### src/fre_pkg.sv
// Purpose: Constants and carrier types for the flash row erase control.
// Assumes: APB byte addressing, 200 MHz core clock.
// Notes: Offsets are byte addresses of 32-bit registers.
package fre_pkg;

  // Register byte offsets.
  localparam logic [7:0] OFF_CONTROL = 8'h00;
  localparam logic [7:0] OFF_UNLOCK = 8'h04;
  localparam logic [7:0] OFF_PTR = 8'h08;
  localparam logic [7:0] OFF_IRQ_STAT = 8'h0c;
  localparam logic [7:0] OFF_IRQ_MASK = 8'h10;

  // Control register bit positions.
  localparam int BIT_START = 1;
  localparam int BIT_WRITE_ENABLE_BIT = 2;
  localparam int BIT_ERR = 3;
  localparam int BIT_ROW = 4;
  localparam int BIT_CFG = 6;
  localparam int BIT_MEM = 7;

  // Unlock bytes.
  localparam logic [7:0] UNLOCK_FIRST = 8'h55;
  localparam logic [7:0] UNLOCK_SECOND = 8'haa;

  // Row geometry: 32 words of 16 bits, 64 bytes.
  localparam int ROW_WORDS = 32;
  localparam int ROW_BYTES = 64;
  localparam int ROW_SHIFT = 6;
  localparam int PTR_W = 22;

  // Erase timing.
  localparam int ERASE_TIME_US = 2000;
  localparam int CLK_MHZ = 200;
  localparam int ERASE_CYCLES = ERASE_TIME_US * CLK_MHZ;

  // Reset values.
  localparam logic [7:0] CONTROL_RESET = 8'h00;
  localparam logic [21:0] PTR_RESET = 22'h000000;
  localparam logic [1:0] IRQ_MASK_RESET = 2'h0;

  // Interrupt status bits.
  localparam int IRQ_DONE = 0;
  localparam int IRQ_ERR = 1;

  // Unlock sequence states.
  typedef enum logic [1:0] {
    UNL_IDLE = 2'b00,
    UNL_GOT_FIRST = 2'b01,
    UNL_ARMED = 2'b10
  } fre_unlock_t;

  // Erase engine states.
  typedef enum logic [1:0] {
    ENG_IDLE = 2'b00,
    ENG_ERASE = 2'b01,
    ENG_DONE = 2'b10
  } fre_engine_t;

  // Request to the flash array.
  typedef struct packed {
    logic erase;
    logic [15:0] row;
  } fre_flash_req_t;

endpackage

### src/fre_row_erase.sv
// Purpose: Self-erase sequencer for one program flash row, APB slave.
// Assumes: Software at the registers; flash array acts on erase pulse.
// Notes: The core is stalled through the whole erase.
// Function
// Self erase covers exactly one 64-byte row.
// No single word erase is offered.
// Bulk erase is never started from software.
// Row chosen by pointer bits 21:6.
// Software prepares select, enable and row bits.
// Start accepted only after 55h then AAh.
// Start bit with valid setup begins erase.
// Core halted until the erase ends.
// Internal timer ends the erase, about 2 ms.
// Row select cleared by hardware at completion.
// Error flag set on early termination.
// Selects kept when the error occurs; a refused start write still loads them.
// Start bit set by software, cleared by hardware.
// Software masks interrupts around the unlock.
`timescale 1ns/1ps

// Register map (byte offsets, one 32-bit word each):
//   0x00 control: 7 memory select, 6 config select, 4 row erase,
//        3 error flag, 2 write enable, 1 start; other bits read 0.
//   0x04 unlock port: takes 55h then AAh; reads as 0.
//   0x08 table pointer, 22 bits; bits 21:6 pick the row.
//   0x0c interrupt status: bit 0 done, bit 1 error; write 1 to clear.
//   0x10 interrupt mask, same layout as the status.
//   Any other offset answers with pslverr and reads as 0.
// Timing: every APB access completes in its first access cycle.
// A start accepted at one edge raises the stall and the erase pulse
// at that edge; the stall then lasts ERASE_COUNT cycles unless an
// abort ends it early, which leaves the error flag set.
module fre_row_erase #(
  // Length of the erase stall in core clock cycles.
  parameter int ERASE_COUNT = fre_pkg::ERASE_CYCLES
) (
  // Clock and reset.
  input wire logic mclk,
  input wire logic reset,
  // APB slave.
  input wire logic psel,
  input wire logic penable,
  input wire logic pwrite,
  input wire logic [7:0] paddr,
  input wire logic [31:0] pwdata,
  output logic [31:0] prdata,
  output logic pready,
  output logic pslverr,
  // Abort of a self-timed cycle by a local reset source.
  input wire logic abort_req,
  // Flash array and core.
  output fre_pkg::fre_flash_req_t flash_req,
  output logic cpu_stall,
  output logic irq
);

  // Control fields.
  logic mem_sel_q;
  logic cfg_sel_q;
  logic row_sel_q;
  logic err_q;
  logic write_enable_bit_q;
  logic start_q;
  // Table pointer, unlock state, engine state and timer.
  logic [fre_pkg::PTR_W-1:0] ptr_q;
  fre_pkg::fre_unlock_t unl_q;
  fre_pkg::fre_engine_t eng_q;
  // Cycles left in the running erase.
  logic [31:0] timer_q;
  // Interrupt status and mask.
  logic [1:0] irq_stat_q;
  logic [1:0] irq_mask_q;

  // Access qualifiers for the APB access phase.
  logic acc;
  logic wr_acc;
  logic start_ok;
  logic start_wr;
  logic done_evt;
  logic err_evt;
  // Accepted start and refused start attempt.
  logic start_go;
  logic bad_evt;

  // Decode a write to a given offset.
  function automatic logic wr_at(input logic [7:0] off);
    return wr_acc && (paddr == off);
  endfunction

  // Every access completes in its first access cycle.
  assign acc = psel && penable;
  assign wr_acc = acc && pwrite;
  // Setup is valid only for a program-memory row erase.
  assign start_ok = mem_sel_q && !cfg_sel_q && write_enable_bit_q && row_sel_q;
  // A start write counts only when the unlock is armed.
  assign start_wr = wr_at(fre_pkg::OFF_CONTROL)
                    && pwdata[fre_pkg::BIT_START]
                    && (unl_q == fre_pkg::UNL_ARMED);
  // Completion and early termination events.
  assign done_evt = (eng_q == fre_pkg::ENG_ERASE)
                    && (timer_q == 32'h0) && !abort_req;
  // An abort in the last cycle wins over completion.
  assign err_evt = (eng_q == fre_pkg::ENG_ERASE) && abort_req;
  // An accepted start needs the unlock, a valid setup and an idle engine.
  assign start_go = start_wr && start_ok
                    && (eng_q == fre_pkg::ENG_IDLE);
  // A start attempt refused while the engine is idle is an improper write.
  assign bad_evt = wr_at(fre_pkg::OFF_CONTROL)
                   && pwdata[fre_pkg::BIT_START] && !start_go
                   && (eng_q == fre_pkg::ENG_IDLE);

  // APB answers at once; unmapped offsets flag an error.
  // Ready is raised in the setup cycle so that it stands in the access
  // phase; the bus therefore never sees a wait state.
  always_ff @(posedge mclk) begin
    if (reset) begin
      pready <= 1'b0;
      pslverr <= 1'b0;
    end else begin
      pready <= psel && !penable;
      pslverr <= psel && !penable
                 && !(paddr inside {fre_pkg::OFF_CONTROL,
                      fre_pkg::OFF_UNLOCK, fre_pkg::OFF_PTR,
                      fre_pkg::OFF_IRQ_STAT, fre_pkg::OFF_IRQ_MASK});
    end
  end

  // Read data is registered in the setup cycle for the access phase.
  // Reading has no side effect on any register.
  always_ff @(posedge mclk) begin
    if (reset) begin
      prdata <= 32'h0;
    end else if (psel && !penable) begin
      unique case (paddr)
        fre_pkg::OFF_CONTROL: begin
          prdata <= {24'h0, mem_sel_q, cfg_sel_q, 1'b0, row_sel_q,
                     err_q, write_enable_bit_q, start_q, 1'b0};
        end
        fre_pkg::OFF_PTR: begin
          prdata <= {10'h0, ptr_q};
        end
        fre_pkg::OFF_IRQ_STAT: begin
          prdata <= {30'h0, irq_stat_q};
        end
        fre_pkg::OFF_IRQ_MASK: begin
          prdata <= {30'h0, irq_mask_q};
        end
        // The unlock port and unmapped offsets read as zero.
        default: begin
          prdata <= 32'h0;
        end
      endcase
    end
  end

  // The write-protect sequence: any other byte or register write disarms.
  // A read leaves the sequence untouched, so a poll between the two
  // unlock bytes does not disarm it.
  // Each byte is taken at the access edge of its own write.
  always_ff @(posedge mclk) begin
    if (reset) begin
      unl_q <= fre_pkg::UNL_IDLE;
    end else if (wr_at(fre_pkg::OFF_UNLOCK)) begin
      if (pwdata[7:0] == fre_pkg::UNLOCK_FIRST) begin
        unl_q <= fre_pkg::UNL_GOT_FIRST;
      end else if (pwdata[7:0] == fre_pkg::UNLOCK_SECOND
                   && unl_q == fre_pkg::UNL_GOT_FIRST) begin
        unl_q <= fre_pkg::UNL_ARMED;
      end else begin
        unl_q <= fre_pkg::UNL_IDLE;
      end
    end else if (wr_acc) begin
      // Any other register write consumes the armed sequence.
      unl_q <= fre_pkg::UNL_IDLE;
    end
  end

  // Table pointer, held still while an erase is running.
  // A pointer write during the stall is dropped so that the row being
  // erased cannot move under the engine.
  always_ff @(posedge mclk) begin
    if (reset) begin
      ptr_q <= fre_pkg::PTR_RESET;
    end else if (wr_at(fre_pkg::OFF_PTR) && eng_q == fre_pkg::ENG_IDLE) begin
      ptr_q <= pwdata[fre_pkg::PTR_W-1:0];
    end
  end

  // Select, enable and row-erase bits of the control register.
  // Writes while the engine runs are ignored; the core is stalled then,
  // so only a second bus master could try.
  always_ff @(posedge mclk) begin
    if (reset) begin
      mem_sel_q <= fre_pkg::CONTROL_RESET[fre_pkg::BIT_MEM];
      cfg_sel_q <= fre_pkg::CONTROL_RESET[fre_pkg::BIT_CFG];
      row_sel_q <= fre_pkg::CONTROL_RESET[fre_pkg::BIT_ROW];
      write_enable_bit_q <= fre_pkg::CONTROL_RESET[fre_pkg::BIT_WRITE_ENABLE_BIT];
    end else if (done_evt) begin
      // Row select drops once the row is erased.
      row_sel_q <= 1'b0;
    end else if (wr_at(fre_pkg::OFF_CONTROL)
                 && eng_q == fre_pkg::ENG_IDLE) begin
      // On an abort the selects keep their values; a refused start write still loads them.
      mem_sel_q <= pwdata[fre_pkg::BIT_MEM];
      cfg_sel_q <= pwdata[fre_pkg::BIT_CFG];
      row_sel_q <= pwdata[fre_pkg::BIT_ROW];
      write_enable_bit_q <= pwdata[fre_pkg::BIT_WRITE_ENABLE_BIT];
    end
  end

  // Start bit: set only by an unlocked write, cleared by hardware.
  // The bit reads back as 1 for the whole stall and drops with it.
  always_ff @(posedge mclk) begin
    if (reset) begin
      start_q <= fre_pkg::CONTROL_RESET[fre_pkg::BIT_START];
    end else if (done_evt || err_evt) begin
      start_q <= 1'b0;
    end else if (start_go) begin
      // A zero written here has no effect.
      start_q <= 1'b1;
    end
  end

  // Error flag: set on abort or on a start attempt refused while idle.
  // Priority: a new error beats any clear in the same cycle.
  always_ff @(posedge mclk) begin
    if (reset) begin
      err_q <= fre_pkg::CONTROL_RESET[fre_pkg::BIT_ERR];
    end else if (err_evt) begin
      err_q <= 1'b1;
    end else if (bad_evt) begin
      // An improper start attempt counts as a terminated write.
      err_q <= 1'b1;
    end else if (start_go) begin
      // A new operation begins clean and completes with the flag at 0.
      err_q <= 1'b0;
    end else if (wr_at(fre_pkg::OFF_CONTROL)
                 && !pwdata[fre_pkg::BIT_ERR]) begin
      err_q <= 1'b0;
    end
  end

  // Erase engine with its internal programming timer.
  // The timer counts down from ERASE_COUNT - 1 to zero.
  // The done state gives one idle cycle after each erase before the
  // engine will take another start.
  always_ff @(posedge mclk) begin
    if (reset) begin
      eng_q <= fre_pkg::ENG_IDLE;
      timer_q <= 32'h0;
    end else begin
      unique case (eng_q)
        fre_pkg::ENG_IDLE: begin
          if (start_go) begin
            eng_q <= fre_pkg::ENG_ERASE;
            timer_q <= 32'(ERASE_COUNT - 1);
          end
        end
        fre_pkg::ENG_ERASE: begin
          if (err_evt || done_evt) begin
            eng_q <= fre_pkg::ENG_DONE;
          end else begin
            timer_q <= timer_q - 32'h1;
          end
        end
        fre_pkg::ENG_DONE: begin
          eng_q <= fre_pkg::ENG_IDLE;
        end
        default: begin
          eng_q <= fre_pkg::ENG_IDLE;
        end
      endcase
    end
  end

  // Flash request: one pulse naming the 64-byte row, never a word or bulk.
  // Only one row is ever named; a bulk erase has no path from here.
  // The pulse tells the array to begin; it times nothing itself.
  // The row is latched with the start so that the array sees a stable
  // address for the whole erase.
  always_ff @(posedge mclk) begin
    if (reset) begin
      flash_req <= '0;
    end else begin
      flash_req.erase <= start_go;
      if (start_go) begin
        // Low six pointer bits are dropped.
        flash_req.row <= ptr_q[fre_pkg::PTR_W-1:fre_pkg::ROW_SHIFT];
      end
    end
  end

  // Core stall spans the whole erase.
  // The stall drops at the edge where the engine leaves the erase
  // state, so the core resumes in the cycle after completion.
  always_ff @(posedge mclk) begin
    if (reset) begin
      cpu_stall <= 1'b0;
    end else begin
      cpu_stall <= start_go
                   || (eng_q == fre_pkg::ENG_ERASE
                       && !done_evt && !err_evt);
    end
  end

  // Sticky interrupt status, write one to clear; set wins.
  // Bit 0 records a completed erase, bit 1 an abort or improper start.
  always_ff @(posedge mclk) begin
    if (reset) begin
      irq_stat_q <= 2'h0;
    end else begin
      for (int i = 0; i < 2; i++) begin
        if ((i == fre_pkg::IRQ_DONE && done_evt)
            || (i == fre_pkg::IRQ_ERR && (err_evt || bad_evt))) begin
          irq_stat_q[i] <= 1'b1;
        end else if (wr_at(fre_pkg::OFF_IRQ_STAT) && pwdata[i]) begin
          irq_stat_q[i] <= 1'b0;
        end
      end
    end
  end

  // Interrupt mask register.
  // A zero bit keeps its status bit away from the interrupt line.
  always_ff @(posedge mclk) begin
    if (reset) begin
      irq_mask_q <= fre_pkg::IRQ_MASK_RESET;
    end else if (wr_at(fre_pkg::OFF_IRQ_MASK)) begin
      irq_mask_q <= pwdata[1:0];
    end
  end

  // Level interrupt output.
  // The output lags the status by one cycle.
  always_ff @(posedge mclk) begin
    if (reset) begin
      irq <= 1'b0;
    end else begin
      irq <= |(irq_stat_q & irq_mask_q);
    end
  end

endmodule

### config.mk
export PLATFORM = sky130hd
export DESIGN_NAME = fre_row_erase
export DESIGN_NICKNAME = d
export VERILOG_FILES = /design/src/fre_pkg.sv /design/src/fre_row_erase.sv
export SDC_FILE = /design/constraint.sdc
export NUM_CORES = 1
export LEC_CHECK = 0
export ABC_AREA = 0
export BUFFER_PORTS_ARGS = -buffer_cell sky130_fd_sc_hd__buf_2
export CAP_MARGIN = 20
export CORE_MARGIN = 2
export CORE_UTILIZATION = 46
export CTS_CLUSTER_DIAMETER = 30
export CTS_CLUSTER_SIZE = 25
export DETAILED_ROUTE_END_ITERATION = 8
export GPL_ROUTABILITY_DRIVEN = 0
export PLACE_DENSITY = 0.76
export SLEW_MARGIN = 20
export SYNTH_ARGS = -nofsm -noshare
export SYNTH_HDL_FRONTEND = slang
export SYNTH_SLANG_ARGS = --single-unit
### constraint.sdc
create_clock -name mclk -period 2.6 [get_ports mclk]
set_input_delay 0.26 -clock mclk [delete_from_list [all_inputs] [get_ports mclk]]
set_output_delay 0.26 -clock mclk [all_outputs]
set_load 0.01 [all_outputs]
-- After elaboration in Yosys (flattened, before gate mapping)
Cells that the tools add are included.
- output and inout port bits: 53
- bits in registers: 121
- logic and storage cells: 109
- input bits: 46
- reduce and logical (&&, ||, !) cells: 55
- bitwise gates (word level): 2
- mux-type cells: 19
- add/sub/neg operators: 1
- equal/unequal tests: 12
- operator list (kind ; count):
    case mux 22 bit (4 select lines) ; 1
    2-to-1 mux 32 bit ; 2
    case mux 32 bit (2 select lines) ; 1
    logical NOT 32 bit ; 1
    subtractor 32 x 1 -> 32 bit, second input constant ; 1
    logical AND 1 bit ; 29
    == test 8 x 4 -> 1 bit, second input constant ; 2
    2-to-1 mux 2 bit ; 6
    == test 8 x 3 -> 1 bit, second input constant ; 1
    == test 8 x 5 -> 1 bit, second input constant ; 1
    == test 8 x 7 -> 1 bit, second input constant ; 1
    == test 8 bit, second input constant ; 1
    logical NOT 1 bit ; 8
    logical NOT 8 bit ; 1
    2-to-1 mux 1 bit ; 8
    nonzero test 2 bit ; 4
    inequality test 2 bit, second input constant ; 3
    OR reduction 2 bit ; 3
    nonzero test 5 bit ; 1
    == test 2 x 1 -> 1 bit, second input constant ; 2
    case mux 2 bit (2 select lines) ; 1
    AND reduction 2 bit ; 2
    nonzero test 4 bit ; 1
    logical OR 1 bit ; 3
    5 further kinds ; 5

-- Logic depth before layout (Yosys ltp)
- depth after elaboration: 12
- gate-level depth with buffers: 9
- gate-level depth less buffers: 7

-- Worst setup path before layout
Ideal clock, no wire load.
- path kind: reg2reg
- start: register timer_q[12]
- end: register timer_q[28]
- period minus slack after synthesis: 2.568 ns
- setup time: 0.074 ns
- cell stages (with the launch flop): 10
- path buffers: 4
- arrival time: 2.494 ns
- setup slack: 0.032 ns
- cell sequence: dfxtp_1 > or3_1 > clkbuf_1 > or4_1 > buf_2 > o31a_1 > or3_1 > buf_2 > buf_6 > a31oi_1
- longest elaborated chain between the ends: 6
- RTL lines (element ; RTL line ; RTL):
    from (decl) ; fre_row_erase.sv:69 ; logic [31:0] timer_q;
    from (signal assigned) ; fre_row_erase.sv:256 ; timer_q <= 32'(ERASE_COUNT - 1);
    from (signal assigned) ; fre_row_erase.sv:263 ; timer_q <= timer_q - 32'h1;
    branches (longest 6 deep; another with subtractor 32 x 1 -> 32 bit) ; n/a ;
Several ways; the timed one is not identified. The select of a mux whose other input is x is not followed.
A chain may end at the register's enable or synchronous reset.

-- Final worst setup path
- start: register timer_q[20]
- end: register timer_q[28]
The elaborated chain is that of the path after synthesis.

==> results.toml <==
[outcome]
run_status = "finished, final reports clean"

[timing]
finalMaxSlewViolations = 0
worst_slack_ns = 0.1137
hold_slack_ns = 0.09512
fmax_mhz = 402.2
tns_ns = 0
fin_crit_sh_pct = 95.63
finalHoldViolCount = 0
slew_headroom_pct = 40.89
min_period_ns = 2.486
clock_skew_ns = 0.01346
setup_viol = 0
rsz0062_at_grt = "false"
worst_slew_pin_slew_ns = 0.8866

[die]
dieArea_um2 = 11490
core_um2 = 10320
rows = 37
io_pins = 99
die_x_um = 107.2
initial_core_util_pct = 47.45
die_y_um = 107.2

[final_layout]
diodes = 0
synthToLayoutAreaGrowth_pct = 16.58
final_area_um2 = 5710
drive_gt1_share_pct = 20.00
final_nets = 724
fillers = 948

[synthesis]
synth_top_cell_by_area = "dfxtp_1"
synth_area_per_cell_um2 = 8.260
synth-async-reset-ratio_pct = 0
synthTopCellsByArea = "dfxtp_1, nand2_1, a21oi_1"
synth_edf_count = 0
ys_seq_elements = 111
netlist.area_leader.share_pct = 45.36
synth_seq_area_share_pct = 45.36
ys_types = 57
yosys_warnings = 0
synth_cells = 593
synth_ff_type = "dfxtp_1"
syn_area_um2 = 4898

[job]
maxCapViolations = 0

[drt]
via_count = 4690
routedWlPerCell_um = 15.63
dr.pass1.iters = 5
viasPerCell = 5.748
final_antenna_net_count = 0
drcViolationCount = 0
drt_iter0_drc = 337
wirelength_mm = 12.76

[worst_hold_path]
hold_start = "pwdata[21]"
hold_depth = 3
hold_end = "ptr_q[21]$_SDFFE_PP0P_"
min_path_type = "primary input to flop"

[setup_path]
r2r-end = "timer_q[28]$_SDFFE_PP0P_"
cp_max_fo = 14
r2r_slack_ns = 0.11
start_kind = "flop"
regToRegStartpoint = "timer_q[20]$_SDFFE_PP0P_"
critical_path_class = "flop to flop"
required_ns = 2.91
endpoint_kind = "flop"
reg2regPathDepth = 5
arrival_ns = 2.79

[cts]
cts_sinks = 111
tritoncts = "done"
clk_path_buf_depth = 2
clk_pin_slew_ns = 0.11
clk_latency_ns = 0.38
htreeDepth = 3
root_buffer = "clkbuf_8"
cts_hold_buf = 0
numCtsBuffers = 9

[global_routing]
antenna_found_initial = 0
grt_pass1_vias = 4428
grt_max_degree = 90
grt_pass1_wl_mm = 20.76
grt_usage_pct = 22.38
grt.overflow.total = 0

[power]
power_density_nw_per_um2 = 502.0
totalPowerFinal_w = 0.002867
ir_drop_uv = 366.5
p_leak_nw = 2.398

[placement]
port_buffers = 78
postPlaceCellArea_um2 = 5498
post-place-ws_ns = -0.04233
place_hpwl_mm = 8.989
[registers in the layout, indices dropped and copies added (netlist names), 2 cells and up]
| signal | count |
|---|---|
| eng_q | 2 |
| flash_req | 17 |
| irq_mask_q | 2 |
| irq_stat_q | 2 |
| prdata | 22 |
| ptr_q | 22 |
| timer_q | 32 |
| unl_q | 2 |
[through the flow]
stage	utilization, %	std cells
2_1_floorplan	-	602
3_3_place_gp	53.25	798
3_5_place_dp	53.25	798
4_1_cts	55.10	813
5_1_grt	55.31	816
6_report	55.31	816
[Yosys cell counts (9+ instances only)]
master and count:
nor4_1 14, inv_1 13, mux2i_1 20, a31oi_1 24
nand3_1 23, nand2_1 86, clkbuf_1 30, nand2b_1 9
a21oi_1 61, nor3_1 20, buf_4 10, nor2_1 50
o21ai_0 10, dfxtp_1 111
[critical path: stages (launching register included)]
cell and delay [ns]:
dfxtp_1 0.37, or4_1 0.57, or3_1 0.46, o31a_1 0.35, or3_4 0.44, a31oi_1 0.23
[cells in the final DEF, fill, tap and decap left out, drive strengths merged, types with 14 or more instances in the layout]
| cell | instances |
|---|---|
| buf | 110 |
| a31oi | 24 |
| nor3 | 20 |
| nand3 | 23 |
| nor2 | 50 |
| a21oi | 61 |
| inv | 17 |
| dfxtp | 111 |
| nand2 | 86 |
| mux2i | 20 |
| nor4 | 14 |
[power breakdown]
part	leakage, nW	switching [W]	internal, W
logic	1.41	0.000101	0.0000507
clock network	0.0967	0.000640	0.000371
registers	0.894	0.00000205	0.00170
total	2.40	0.000743	0.00212
[timing repair]
item / CTS / global route
buffers inserted: 0 / 3
setup endpoints to repair: 9 / 2
gates resized for setup: 1 / 0
cloned: 0 / 0
[layout make-up]
type	instances	area [um2]	share of cell area (%)
Clock buffer	9	123.9	2.169
Clock inverter	6	61.31	1.074
Inverter	13	48.80	0.8545
Multi-Input combinational cell	431	2441	42.75
Sequential cell	111	2222	38.91
Tap cell	136	170.2	2.980
Timing Repair Buffer	110	643.1	11.26
[cells by family (layout without fill, tap and decap cells)]
logic type / Yosys count / count (layout) / synth area share, %
flops: 111 / 111 / 45.36
simple gates: 243 / 243 / 23.70
buf+inv: 60 / 138 / 5.594
other cells: 1 / 10 / 0.07655
mux: 25 / 25 / 5.236
compound gates: 151 / 151 / 19.51
fa+ha+maj: 2 / 2 / 0.5108
[metal layers]
layer  routed length (um)  vias up  share of wire, %  GRT usage, %
met4                  231        0               1.8         8.442
met1                 5492     2228                43         28.20
met2                 6251      161                49         37.16
li1                     -     2280                 -             -
met3                  783       21               6.1         5.167
met5                    0        -                 0             0
[how the worst max path moves through the flow]
stage,from,end,slack [ns],cells after the start
after floorplan,timer_q[12]$_SDFFE_PP0P_,timer_q[28]$_SDFFE_PP0P_,0.03,9
after global placement,timer_q[20]$_SDFFE_PP0P_,timer_q[16]$_SDFFE_PP0P_,0.06,5
after detailed placement,timer_q[20]$_SDFFE_PP0P_,timer_q[28]$_SDFFE_PP0P_,-0.04,5
after CTS,timer_q[20]$_SDFFE_PP0P_,timer_q[28]$_SDFFE_PP0P_,0.13,5
after global routing,timer_q[15]$_SDFFE_PP0P_,timer_q[9]$_SDFFE_PP0P_,0.008,7
final,timer_q[20]$_SDFFE_PP0P_,timer_q[28]$_SDFFE_PP0P_,0.11,5
No activity file was read; power rests on OpenSTA's default activity.
